===== src/uts_defs.svh =====
/*
 Register offsets, field positions, a write mask, reset values and the endpoint count for the
 transaction status and device-mode control block.
 Assumes a 16-bit register port with word indices; included by its bare name.
*/
`ifndef UTS_DEFS_SVH
`define UTS_DEFS_SVH

`define UTS_ADDR_STATUS 3'h0
`define UTS_ADDR_CONTROL 3'h1
`define UTS_ADDR_POWER 3'h2
`define UTS_ADDR_OTG 3'h3
`define UTS_ADDR_IRQ_STAT 3'h4
`define UTS_ADDR_IRQ_MASK 3'h5

`define UTS_STAT_EP_HI 7
`define UTS_STAT_EP_LO 4
`define UTS_STAT_DIR 3
`define UTS_STAT_BANK 2

`define UTS_CON_SE0 6
`define UTS_CON_PKTOFF 5
`define UTS_CON_HOST 3
`define UTS_CON_RESUME 2
`define UTS_CON_PPRST 1
`define UTS_CON_MODEN 0
`define UTS_CON_WMASK 16'h002f

`define UTS_PWR_EN 0
`define UTS_OTG_EN 2

`define UTS_IRQ_DONE 0
`define UTS_IRQ_PWRERR 1
`define UTS_IRQ_BITS 2

`define UTS_STATUS_RESET 16'h0000
`define UTS_CONTROL_RESET 16'h0000

`define UTS_NUM_EP 16

`endif


===== src/uts_pkg.sv =====
/*
 Types shared by the transaction status and control block.
 Assumes nothing beyond a SystemVerilog compiler.
*/
package uts_pkg;
    typedef logic [15:0] uts_word_t;
    typedef logic [3:0] uts_ep_t;
    typedef logic [2:0] uts_addr_t;
    typedef enum logic [2:0] {
        UTS_OFF = 3'b001,
        UTS_DEVICE = 3'b010,
        UTS_HOST = 3'b100
    } uts_mode_t;
endpackage


===== src/uts_pingpong.sv =====
/*
 One ping-pong bank pointer per endpoint direction: toggles on each
 completed transaction, forced back to even on a pointer reset.
 Assumes one clock and an asynchronous active-high reset.
*/
`timescale 1ns/100ps
module uts_pingpong (
    // Clock and reset
    input wire logic clk,
    input wire logic rst,
    // Control
    input wire logic toggle,
    input wire logic clear,
    // State
    output logic odd
);
    import uts_pkg::*;

    logic odd_ff;

    always_ff @(posedge clk or posedge rst) begin
        if (rst) begin
            odd_ff <= 1'b0;
        end else if (clear) begin
            odd_ff <= 1'b0;
        end else if (toggle) begin
            odd_ff <= ~odd_ff;
        end
    end

    assign odd = odd_ff;
endmodule


===== src/uts_top.sv =====
/*
 Transaction status and device-mode control registers of a USB serial
 interface engine, with a small interrupt block.
 Assumes the engine pulses xact_done with endpoint and direction on the
 same cycle, and that software uses a one-cycle-latency register port.
*/
// Local design decisions: the address-and-strobe port and the register offsets.
`timescale 1ns/100ps
`include "uts_defs.svh"
module uts_top (
    // Clock and reset
    input wire logic clk,
    input wire logic rst,
    // Register port
    input wire uts_pkg::uts_addr_t reg_addr,
    input wire uts_pkg::uts_word_t reg_wdata,
    input wire logic reg_wr,
    input wire logic reg_rd,
    output uts_pkg::uts_word_t reg_rdata,
    // Engine side
    input wire logic xact_done,
    input wire uts_pkg::uts_ep_t xact_ep,
    input wire logic xact_tx,
    input wire logic bus_se0,
    output logic [`UTS_NUM_EP*2-1:0] pp_odd,
    output logic pp_reset,
    // Module controls
    output logic module_on,
    output logic host_on,
    output logic device_on,
    output logic resume_on,
    output logic pkt_disable,
    output uts_pkg::uts_mode_t mode,
    // Interrupt
    output logic irq
);
    import uts_pkg::*;

    uts_word_t status_ff;
    logic [5:0] con_ff;
    logic pwr_ff;
    logic otg_ff;
    logic [`UTS_IRQ_BITS-1:0] ist_ff;
    logic [`UTS_IRQ_BITS-1:0] imask_ff;
    uts_word_t rdata_ff;
    uts_word_t nxt_rdata;
    uts_mode_t mode_ff;
    uts_mode_t nxt_mode;
    logic pprst_pulse_ff;
    logic bank_now;
    logic [3:0] ep_rec;
    logic pwr_error;
    logic [`UTS_IRQ_BITS-1:0] ev;
    logic [4:0] pp_idx;

    wire wr_con = reg_wr && reg_addr == `UTS_ADDR_CONTROL;
    wire wr_pwr = reg_wr && reg_addr == `UTS_ADDR_POWER;
    wire wr_otg = reg_wr && reg_addr == `UTS_ADDR_OTG;
    wire wr_mask = reg_wr && reg_addr == `UTS_ADDR_IRQ_MASK;
    wire rd_ist = reg_rd && reg_addr == `UTS_ADDR_IRQ_STAT;
    wire pprst_req = wr_con && reg_wdata[`UTS_CON_PPRST];

    // Per endpoint and direction pointer; index = {ep, tx}
    genvar gi;
    generate
        for (gi = 0; gi < `UTS_NUM_EP * 2; gi++) begin : g_pp
            uts_pingpong u_pp (
                .clk(clk),
                .rst(rst),
                .toggle(xact_done && module_on && pp_idx == 5'(gi)),
                .clear(pprst_pulse_ff),
                .odd(pp_odd[gi])
            );
        end
    endgenerate

    // Bank used by the finishing transaction is the pointer before its toggle;
    // every pointer here has both banks, so the indicator always carries meaning
    assign bank_now = pp_odd[pp_idx];
    // Host traffic always goes through endpoint zero and its pointers
    assign ep_rec = (mode_ff == UTS_HOST) ? 4'h0 : xact_ep;
    assign pp_idx = {ep_rec, xact_tx};

    // One coherent record per transaction; low and high bits stay zero
    always_ff @(posedge clk or posedge rst) begin
        if (rst) begin
            status_ff <= `UTS_STATUS_RESET;
        end else if (xact_done && module_on) begin
            status_ff <= {8'h00, ep_rec, xact_tx, bank_now, 2'b00};
        end
    end

    // Control: writable bits only; pointer reset self-clears after one cycle
    always_ff @(posedge clk or posedge rst) begin
        if (rst) begin
            con_ff <= 6'h00;
        end else if (wr_con) begin
            con_ff <= reg_wdata[5:0] & 6'(`UTS_CON_WMASK);
        end else begin
            con_ff[`UTS_CON_PPRST] <= 1'b0;
        end
    end

    always_ff @(posedge clk or posedge rst) begin
        if (rst) begin
            pprst_pulse_ff <= 1'b0;
        end else begin
            pprst_pulse_ff <= pprst_req;
        end
    end

    // Power enable and OTG enable; clearing power too early is flagged
    always_ff @(posedge clk or posedge rst) begin
        if (rst) begin
            pwr_ff <= 1'b0;
            otg_ff <= 1'b0;
        end else begin
            if (wr_pwr) begin
                pwr_ff <= reg_wdata[`UTS_PWR_EN];
            end
            if (wr_otg) begin
                otg_ff <= reg_wdata[`UTS_OTG_EN];
            end
        end
    end

    // Not blocked: software owns the order, hardware only reports a breach
    assign pwr_error = wr_pwr && !reg_wdata[`UTS_PWR_EN] && pwr_ff &&
                       (con_ff[`UTS_CON_HOST] || con_ff[`UTS_CON_MODEN] || otg_ff);

    always_comb begin
        nxt_mode = UTS_OFF;
        case (1'b1)
            !pwr_ff: nxt_mode = UTS_OFF;
            con_ff[`UTS_CON_HOST]: nxt_mode = UTS_HOST;
            default: nxt_mode = UTS_DEVICE;
        endcase
    end

    always_ff @(posedge clk or posedge rst) begin
        if (rst) begin
            mode_ff <= UTS_OFF;
        end else begin
            mode_ff <= nxt_mode;
        end
    end

    assign module_on = pwr_ff;
    assign host_on = pwr_ff && con_ff[`UTS_CON_HOST];
    assign device_on = pwr_ff && con_ff[`UTS_CON_MODEN];
    assign resume_on = con_ff[`UTS_CON_RESUME];
    assign pkt_disable = con_ff[`UTS_CON_PKTOFF];
    assign pp_reset = pprst_pulse_ff;
    assign mode = mode_ff;

    // Interrupts: set wins over the clear-on-read
    assign ev = {pwr_error, xact_done && module_on};

    always_ff @(posedge clk or posedge rst) begin
        if (rst) begin
            ist_ff <= '0;
            imask_ff <= '0;
        end else begin
            ist_ff <= (rd_ist ? '0 : ist_ff) | ev;
            if (wr_mask) begin
                imask_ff <= reg_wdata[`UTS_IRQ_BITS-1:0];
            end
        end
    end

    assign irq = |(ist_ff & imask_ff);

    // Read mux; the SE0 flag is live, not stored
    always_comb begin
        nxt_rdata = 16'h0000;
        case (reg_addr)
            `UTS_ADDR_STATUS: nxt_rdata = status_ff;
            `UTS_ADDR_CONTROL: nxt_rdata = {9'h000, bus_se0, con_ff[5], 1'b0, con_ff[3:0]};
            `UTS_ADDR_POWER: nxt_rdata = {15'h0000, pwr_ff};
            `UTS_ADDR_OTG: nxt_rdata = {13'h0000, otg_ff, 2'b00};
            `UTS_ADDR_IRQ_STAT: nxt_rdata = {14'h0000, ist_ff};
            `UTS_ADDR_IRQ_MASK: nxt_rdata = {14'h0000, imask_ff};
            default: nxt_rdata = 16'h0000;
        endcase
    end

    always_ff @(posedge clk or posedge rst) begin
        if (rst) begin
            rdata_ff <= 16'h0000;
        end else if (reg_rd) begin
            rdata_ff <= nxt_rdata;
        end else begin
            rdata_ff <= 16'h0000;
        end
    end

    assign reg_rdata = rdata_ff;
endmodule


===== config.mk =====
export PLATFORM = sky130hd
export DESIGN_NAME = uts_top
export DESIGN_NICKNAME = d
export VERILOG_FILES = /design/src/uts_pkg.sv /design/src/uts_pingpong.sv /design/src/uts_top.sv
export VERILOG_INCLUDE_DIRS = /design/src /design/src/src
export SDC_FILE = /design/constraint.sdc
export NUM_CORES = 1
export LEC_CHECK = 0
export ABC_AREA = 1
export BUFFER_PORTS_ARGS = -buffer_cell sky130_fd_sc_hd__buf_2
export CORE_MARGIN = 1.5
export CORE_UTILIZATION = 50
export DETAILED_ROUTE_END_ITERATION = 7
export PLACE_DENSITY = 0.76
export SLEW_MARGIN = 20
export SYNTH_ARGS = -nofsm -noshare
export SYNTH_HDL_FRONTEND = slang
export SYNTH_HIERARCHICAL = 1
export SYNTH_SLANG_ARGS = --single-unit

===== constraint.sdc =====
create_clock -name clk -period 2.1 [get_ports clk]
set_input_delay 0.525 -clock clk [delete_from_list [all_inputs] [get_ports clk]]
set_output_delay 0.525 -clock clk [all_outputs]
set_load 0.05 [all_outputs]

==> metrics, run 1 <==
Cell variety after synth=32; post-cts sizing count=0; row cnt=29; setup_tns=0 ns; IO buf count=68; worst skew pair latency=~0.35 ns; die area=7300 um2; status=finished, violations left; # diodes=0; Critical Path RT=roughly 2.3 ns; Post-Synthesis Mean Instance Area=around 6.7 um2; vias per inst=4.93; clk sinks=60; global-route wire length before repair=13.8 mm; Mapped Cells=around 500; post-synthesis register bit count=60; largest net degree at the start of global routing=34; R2R depth=11; Post-DRT Antenna Nets=0; CP max FO=8; worst r2r src=mode[1]; final setup skew=0.0119 ns; H-Tree Depth=3; RSZ-0062 raised after global routing=no; CTS tree=built; Yosys warnings=6; Top Ports=88; Post-synth EDFFs=0; async set-or-reset flop fraction in the synthesized netlist=100%; die width=between 80 and 90 um; DRT Pass-1 Iters=7; Lkg Pwr=between 2 and 2.5 nW; Routed WL per cell=roughly 12 um; pwr dens=roughly 1100 nW/um2; DR iter-0 viols=268; via total after detailed routing=~3300; violated checks=design-rule violations; CTS Buf Count=9; Slew Limit Fails=0; Final Hold Violating Endpoints=0; Hold Crit Class=in2async; Critical Path Sink Type=flop; fillers=620; Pwr Total=about 0.0046 W; Peak supply drop=626 uV; layout cells sized above 1=between 10% and 20%; Root Driver=clkbuf_8; fmax=0.532 GHz; hold_buf cts=0; final core occ=between 60 and 70%; Layout area overhead=19.7%; Global Route Usage Sum=between 20 and 25%; critical path type=reg2reg; clock tree buffer depth=2; register area share after synthesis=between 40 and 50%; final net count=approximately 620; dpl hpwl=slightly below 6 mm; number of global-route vias before repair=3116; Tmin final=between 1.5 and 2 ns; flop2flop setup slack=between 0.2 and 0.25 ns; Clock Pin Slew Worst Setup and Hold Paths=about 0.070 ns; gpl congestion=a little over 0.9; # Max-Cap Violations=0; DRC=8; final wirelength=a little over 8 mm; predominant post-synthesis flop cell=dfrtp_1; initial antenna violation count=0; element type at the critical path start=flop; Arrival @ worst endpoint=between 2 and 2.5 ns; cell area after synthesis=about 3400 um2; grt ovf=0; core area=6460 um2; final period utilization=around nine tenths; post-CTS setup buffers=0; die height=around 85 um; worst r2r dst=g_pp[8].u_pp/odd; Initial Util=between 50 and 60%; Setup-failing EPs final=0
-- worst max path at each step --
stage                       start           endpoint  slack, ns  cells past startpoint
after global placement    mode[0]  g_pp[23].u_pp/odd       0.27                      9
after detailed placement  mode[0]  g_pp[23].u_pp/odd       0.24                      9
final                     mode[1]   g_pp[8].u_pp/odd       0.22                     11
after floorplan           mode[0]  g_pp[30].u_pp/odd       0.29                     11
after global routing      mode[1]   g_pp[8].u_pp/odd       0.01                     11
after CTS                 mode[0]   g_pp[8].u_pp/odd       0.24                      9
-- final cells by class --
cell class / instances / area [um2] / area share, %
tap: 77 / 96.3 / 2.37
timing repair buffer: 78 / 415 / 10.2
multi-input combinational: 339 / 1440 / 35.4
clock buffer: 12 / 155 / 3.81
inverter: 97 / 364 / 8.95
sequential: 60 / 1500 / 36.9
clock inverter: 4 / 95.1 / 2.34
-- where the power goes --
part | leakage [nW] | switching, W | internal (W)
logic | 1.45 | 0.00126 | 0.000404
clock network | 0.127 | 0.000459 | 0.000852
registers | 0.778 | 0.000225 | 0.00141
total | 2.36 | 0.00194 | 0.00266
-- per-stage QoR --
step / instances / worst slack (ns) / area (um2) / hold WS [ns]
global route: 667 / 0.0143 / 4070 / 0.162
global placement: 651 / 0.270 / 3820 / 0.473
CTS: 667 / 0.235 / 4070 / 0.145
detailed placement: 651 / 0.239 / 3820 / 0.484
finish: 667 / 0.221 / 4070 / 0.153
floorplan: 513 / 0.285 / 3430 / 0.254
-- critical path, cell delays in order (launching register included) --
cell and delay [ns]:
dfrtp_1 0.37, nor2_1 0.10, nand2_1 0.19, nand2_1 0.21
buf_4 0.20, inv_2 0.06, nor2_2 0.21, nand2_1 0.13
nor2_1 0.14, nand2_1 0.07, nand2_1 0.06, nor2_1 0.04
-- cell usage after synthesis, types with 4 or more instances --
cell	instances	area share (%)
buf_4	11	2.4
nor2_1	111	12
nand4_1	5	0.92
inv_1	91	10
o21ai_0	11	1.6
o21ai_1	5	0.74
dfrtp_1	59	43
nand2_1	152	17
nor2_2	4	0.74
inv_2	5	0.55
a21oi_1	4	0.59
buf_2	4	0.59
nand3_1	18	2.7
-- kinds of logic after synthesis --
family	after synthesis	synth area share, %
AND/OR/NAND/NOR	300	35.6
other	1	0.110
multiplexers	2	0.883
flip-flops	60	44.2
buffers and inverters	114	14.2
AO/OA/AOI/OAI	29	5.08
-- layer usage --
| layer | share of wire, % | wire [um] | global-route usage [%] |
|---|---|---|---|
| met5 | 0 | 0 | 0 |
| met4 | 1.6 | 131 | 6.89 |
| met3 | 6.5 | 534 | 8.17 |
| met2 | 49 | 4050 | 40.7 |
| met1 | 43 | 3570 | 30.2 |
-- flip-flops by register name, summed over array words and instances, names as in the netlist --
register,cells
reg_rdata,8
module_on,1
mode,3
otg_ff,1
imask_ff,2
ist_ff,2
status_ff,6
g_pp.u_pp/odd,32
con_ff,5
-- placed cells by master (no fill, tap or decap), drive strengths merged, types with 3 or more instances in the layout --
cell	netlist	routed
bufinv	0	3
nand2	155	155
o22ai	3	3
dfrtp	59	59
a21oi	4	4
clkbuf	1	12
nor3	4	4
nand4	5	5
conb	1	8
buf	16	78
nand3	18	18
inv	96	96
o21ai	17	17
nor2	115	115
Note: power is estimated with default switching activity, not from simulation.
==> inputs of run 2 (changes only) <==
==> constraint.sdc (replaced) <==
create_clock -name clk -period 2.2 [get_ports clk]
set_input_delay 0.55 -clock clk [delete_from_list [all_inputs] [get_ports clk]]
set_output_delay 0.55 -clock clk [all_outputs]
set_load 0.05 [all_outputs]
==> run 2 against run 1 <==
Effect of this change:
- worst setup slack improved by 0.012 ns
- combinational power fell by 5%
- the run still ends with design-rule violations left
- wire length fell by 1.6%
==> metrics, run 2 (same netlist as run 1, synthesis figures left out) <==
Final Hold Violating Endpoints=0 (unchanged); worst r2r src=mode[1]; Post-DRT Antenna Nets=0 (unchanged); Initial Util=52.6% (unchanged); vias per inst=4.89 (-0.86%); slowest stage delay, CP=0.37 ns (about the same); DRC=8 (unchanged); # diodes=0 (unchanged); Top Ports=88 (unchanged); fmax=0.508 GHz (-4.5%); pwr dens=1060 nW/um2 (-6.6%); met2 GRT Util=39.7% (-1.1 points); die area=7300 um2 (unchanged); Routed WL per cell=12.2 um (-1.3%); Pwr Total=0.00426 W (-7.5%); CTS Buf Count=9 (unchanged); met1 Use GR=31.4% (+1.2 points); Cell Chain, Critical Path=nor2_1, nand2_1, nand2_1, buf_4, inv_2, nor2_2, nand2_1, nor2_1, nand2_1, nand2_1, nor2_1; Tmin final=1.97 ns (+0.0884 ns); post-CTS setup buffers=0 (unchanged); Most Frequent Cell on Critical Path=nand2_1; Critical Path Sink Type=flop; final setup skew=0.00934 ns (-0.00259 ns); row cnt=29 (unchanged); commonest non-fill, non-tap cells in the layout=nand2_1 (152), nor2_1 (110), inv_1 (91); DR iter-0 viols=244 (-9.0%); busiest grt layer=met2; Crit-path slowest cell=dfrtp_1; worst skew pair latency=0.35 ns (about the same); fillers=639 (+3.1%); clock tree buffer depth=2 (unchanged); number of global-route vias before repair=3090 (-0.83%); core area=6460 um2 (unchanged); Setup-failing EPs final=0 (unchanged); # Max-Cap Violations=0 (unchanged); Clock Pin Slew Worst Setup and Hold Paths=0.08 ns (about the same); initial antenna violation count=0 (unchanged); clk sinks=60 (unchanged); die height=85.5 um (unchanged); critical path type=reg2reg; Hold Crit Class=in2async; commonest non-fill, non-tap cell in the layout=nand2_1; dpl hpwl=5.79 mm (-2.7%); final wirelength=8.14 mm (-1.6%); flop2flop setup slack=0.23 ns (about the same); CP delay by family, top=simple AND/OR/NAND/NOR gates; die width=85.5 um (unchanged); Peak supply drop=540 uV (-14%); hold_buf cts=0 (unchanged); element type at the critical path start=flop; Lkg Pwr=2.33 nW (-1.1%); final period utilization=89.4% (about the same); CTS tree=built; Slew Limit Fails=0 (unchanged); largest net degree at the start of global routing=34 (unchanged); status=finished, violations left; Critical Path RT=2.44 ns (+0.10 ns); CP Buf/Inv Count=2 (unchanged); Arrival @ worst endpoint=2.20 ns (+0.08 ns); setup_tns=0 ns (unchanged); M3 GR Usage=5.06% (-3.1 points); layout cells sized above 1=18.7% (-0.11 points); max FFs per register=32 (unchanged); via total after detailed routing=3252 (-1.2%); CP max FO=9 (+1); post-cts sizing count=0 (unchanged); final net count=613 (-0.33%); Layout area overhead=18.7%; gpl congestion=0.896 (-1.6%); worst r2r dst=g_pp[9].u_pp/odd; Root Driver=clkbuf_8; IO buf count=68 (unchanged); violated checks=design-rule violations; Global Route Usage Sum=24.0% (-0.36 points); RSZ-0062 raised after global routing=no; H-Tree Depth=3 (unchanged); grt ovf=0 (unchanged); R2R depth=11 (unchanged); global-route wire length before repair=13.7 mm (-0.79%); DRT Pass-1 Iters=7 (unchanged)
==> run 2: layout make-up <==
type | count | area (um2) | share of cell area [%]
inverter | 97 | 364 | 9.03
timing repair buffer | 76 | 400 | 9.93
clock inverter | 5 | 85.1 | 2.11
sequential | 60 | 1500 | 37.3
clock buffer | 11 | 141 | 3.50
tap | 77 | 96.3 | 2.39
multi-input combinational | 339 | 1440 | 35.8
==> run 2: worst max-delay path by stage <==
| stage | startpoint | cells past startpoint | slack, ns | endpoint |
|---|---|---|---|---|
| after global placement | mode[0] | 9 | 0.28 | g_pp[19].u_pp/odd |
| after detailed placement | mode[0] | 9 | 0.26 | g_pp[31].u_pp/odd |
| after global routing | mode[1] | 11 | 0.008 | g_pp[8].u_pp/odd |
| after floorplan | mode[0] | 11 | 0.39 | g_pp[30].u_pp/odd |
| final | mode[1] | 11 | 0.23 | g_pp[9].u_pp/odd |
| after CTS | mode[0] | 9 | 0.19 | g_pp[15].u_pp/odd |
==> run 2: routing by layer <==
layer | share of wire [%] | vias to the layer above
li1 | - | 1649
met1 | 44 | 1494
met2 | 48 | 97
met3 | 6.6 | 12
met4 | 1.5 | 0
met5 | 0 | -
==> run 2: worst min-delay path: cells and delay by family <==
| kind | cells | cell delay [ns] |
|---|---|---|
| buf+inv | 3 | 0.47 |
==> run 2: power breakdown <==
part	switching (W)	internal [W]
logic	0.00119	0.000381
registers	0.000211	0.00134
clock network	0.000463	0.000673
==> run 2: through the flow <==
| stage | setup WS, ns | util, % | hold slack [ns] | cells | area [um2] |
|---|---|---|---|---|---|
| after floorplan | 0.385 | - | 0.279 | 513 | 3430 |
| after global placement | 0.282 | 58.9 | 0.472 | 649 | 3800 |
| after detailed placement | 0.260 | 58.9 | 0.477 | 649 | 3800 |
| after CTS | 0.187 | 62.4 | 0.289 | 665 | 4030 |
| after global routing | 0.00838 | 62.5 | 0.319 | 665 | 4030 |
| final | 0.233 | 62.5 | 0.282 | 665 | 4030 |
==> inputs of run 3 (changes only) <==
==> constraint.sdc (replaced) <==
create_clock -name clk -period 2.25 [get_ports clk]
set_input_delay 0.5625 -clock clk [delete_from_list [all_inputs] [get_ports clk]]
set_output_delay 0.5625 -clock clk [all_outputs]
set_load 0.05 [all_outputs]
==> run 3 against run 2 <==
Effect of this change:
- the run still ends with design-rule violations left
- combinational power about the same
- non-clock buffer count unchanged
- hold slack improved by 0.015 ns
- total power grew 1.3%
- sequential share of layout area fell by 0.22 points
- cell area rose by 0.59%
- largest power group unchanged
- register-to-register slack gained 0.04 ns
- maximum frequency is 0.35% lower
==> metrics, run 3 (same netlist as run 1, synthesis figures left out) <==
status=finished, violations left; violated checks=design-rule violations; CTS tree=built; final wirelength=8.04 mm (-1.3%); commonest non-fill, non-tap cells in the layout=nand2_1 (152), nor2_1 (111), inv_1 (91); # diodes=0 (unchanged); Routed WL per cell=12.1 um (-1.2%); # Max-Cap Violations=0 (unchanged); CTS Buf Count=9 (unchanged); layout cells sized above 1=18.4% (-0.31 points); largest net degree at the start of global routing=34 (unchanged); CP Launch Point=mode[0]; die height=85.5 um (unchanged); Root Driver=clkbuf_8; DRT Pass-1 Iters=7 (unchanged); hold_buf cts=0 (unchanged); Crit-path slowest cell=dfstp_2; Slew Limit Fails=0 (unchanged); R2R depth=9 (-2); setup_tns=0 ns (unchanged); Arrival @ worst endpoint=2.20 ns (about the same); max FFs per register=32 (unchanged); worst r2r src=mode[0]; pwr dens=1060 nW/um2 (+0.73%); worst skew pair latency=0.34 ns (about the same); Peak supply drop=629 uV (+16%); initial antenna violation count=0 (unchanged); Tmin final=1.97 ns (+0.00700 ns); commonest non-fill, non-tap cell in the layout=nand2_1; fmax=0.507 GHz (-0.35%); final period utilization=87.7% (-1.7 points); Top Ports=88 (unchanged); grt ovf=0 (unchanged); CP endpoint=g_pp[14].u_pp/odd; DR iter-0 viols=255 (+4.5%); clock tree buffer depth=2 (unchanged); number of global-route vias before repair=3064 (-0.84%); final core occ=62.8% (+0.37 points); IO buf count=68 (unchanged); Clock Pin Slew Worst Setup and Hold Paths=0.06 ns (-0.02 ns); Post-DRT Antenna Nets=0 (unchanged); row cnt=29 (unchanged); final setup skew=0.00902 ns (-0.000314 ns); DR WL met2=3.82 mm (-2.5%); core area=6460 um2 (unchanged); vias per inst=4.81 (-1.7%); flop2flop setup slack=0.28 ns (+0.04 ns); slowest stage delay, CP=0.52 ns (+0.15 ns); DRC=8 (unchanged); critical path type=reg2reg; Hold Crit Class=in2async; CP max FO=9 (unchanged); Most Frequent Cell on Critical Path=nand2_1; fillers=627 (-1.9%); die area=7300 um2 (unchanged); final net count=613 (unchanged); element type at the critical path start=flop; Lkg Pwr=2.35 nW (+0.72%); dpl hpwl=5.76 mm (-0.52%); die width=85.5 um (unchanged); worst r2r dst=g_pp[14].u_pp/odd; post-cts sizing count=0 (unchanged); Metal-1 WL=3.69 mm (+3.4%); post-CTS setup buffers=0 (unchanged); Global Route Usage Sum=24.1% (+0.12 points); Final Hold Violating Endpoints=0 (unchanged); WL met3=426 um (-20%); Critical Path RT=2.48 ns (+0.04 ns); Cell Chain, Critical Path=nor2_1, nand2_1, nand2_1, nor2_1, nand2_1, nor2_1, nand2_1, nand2_1, nor2_1; Initial Util=52.6% (unchanged); global-route wire length before repair=13.8 mm (+0.60%); RSZ-0062 raised after global routing=no; Setup-failing EPs final=0 (unchanged); Layout area overhead=19.4%; Hold WS=0.296 ns (+0.0146 ns); clk sinks=60 (unchanged); Critical Path Sink Type=flop; gpl congestion=0.896 (about the same); top sig layer=met4; via total after detailed routing=3191 (-1.9%); H-Tree Depth=3 (unchanged)
[run 3: changes by cell type in the layout (fill, tap and decap cells not counted), sizes merged]
cell	before	now
bufinv	2	4
clkinvlp	1	0
clkbuf	11	10
clkinv	3	2
[run 3: worst max-delay path, delay by kind of cell (launching register included)]
| family | cells | cell delay, ns |
|---|---|---|
| AND/OR/NAND/NOR | 9 | 1.32 |
| flip-flops | 1 | 0.52 |
[run 3: per-stage QoR]
| step | worst slack, ns | std cells | total power, W | instance area (um2) |
|---|---|---|---|---|
| 2_1_floorplan | 0.435 | 513 | 0.00270 | 3430 |
| 3_3_place_gp | 0.332 | 649 | 0.00304 | 3800 |
| 3_5_place_dp | 0.301 | 649 | 0.00307 | 3800 |
| 4_1_cts | 0.287 | 664 | 0.00434 | 4060 |
| 5_1_grt | 0.0303 | 664 | 0.00453 | 4060 |
| 6_report | 0.276 | 664 | 0.00432 | 4060 |
[run 3: worst min-delay path by stage]
stage,end,slack (ns),cells past startpoint
floorplan,g_pp[0].u_pp/odd,0.29,1
global placement,status_ff[3],0.47,2
detailed placement,status_ff[4],0.47,2
CTS,con_ff[0],0.30,3
global route,con_ff[1],0.33,3
finish,con_ff[1],0.30,3
[run 3: where the power goes]
group          internal, W  switching, W
clock network     0.000840      0.000420
logic             0.000372       0.00117
registers          0.00131      0.000204
total              0.00253       0.00179
[run 3: final cells by class]
type                       count  area (um2)  area share, %
clock buffer                  10         128           3.15
multi-input combinational    339        1440           35.5
sequential                    60        1500           37.0
timing repair buffer          76         400           9.87
clock inverter                 5         125           3.08
inverter                      97         364           8.97
tap                           77        96.3           2.37
[run 3: layer usage]
metal  track usage (%)  up-vias
li1                  -     1643
met1              32.1     1466
met2              39.1       73
met3              6.71        9
met4              6.30        0
met5                 0        -
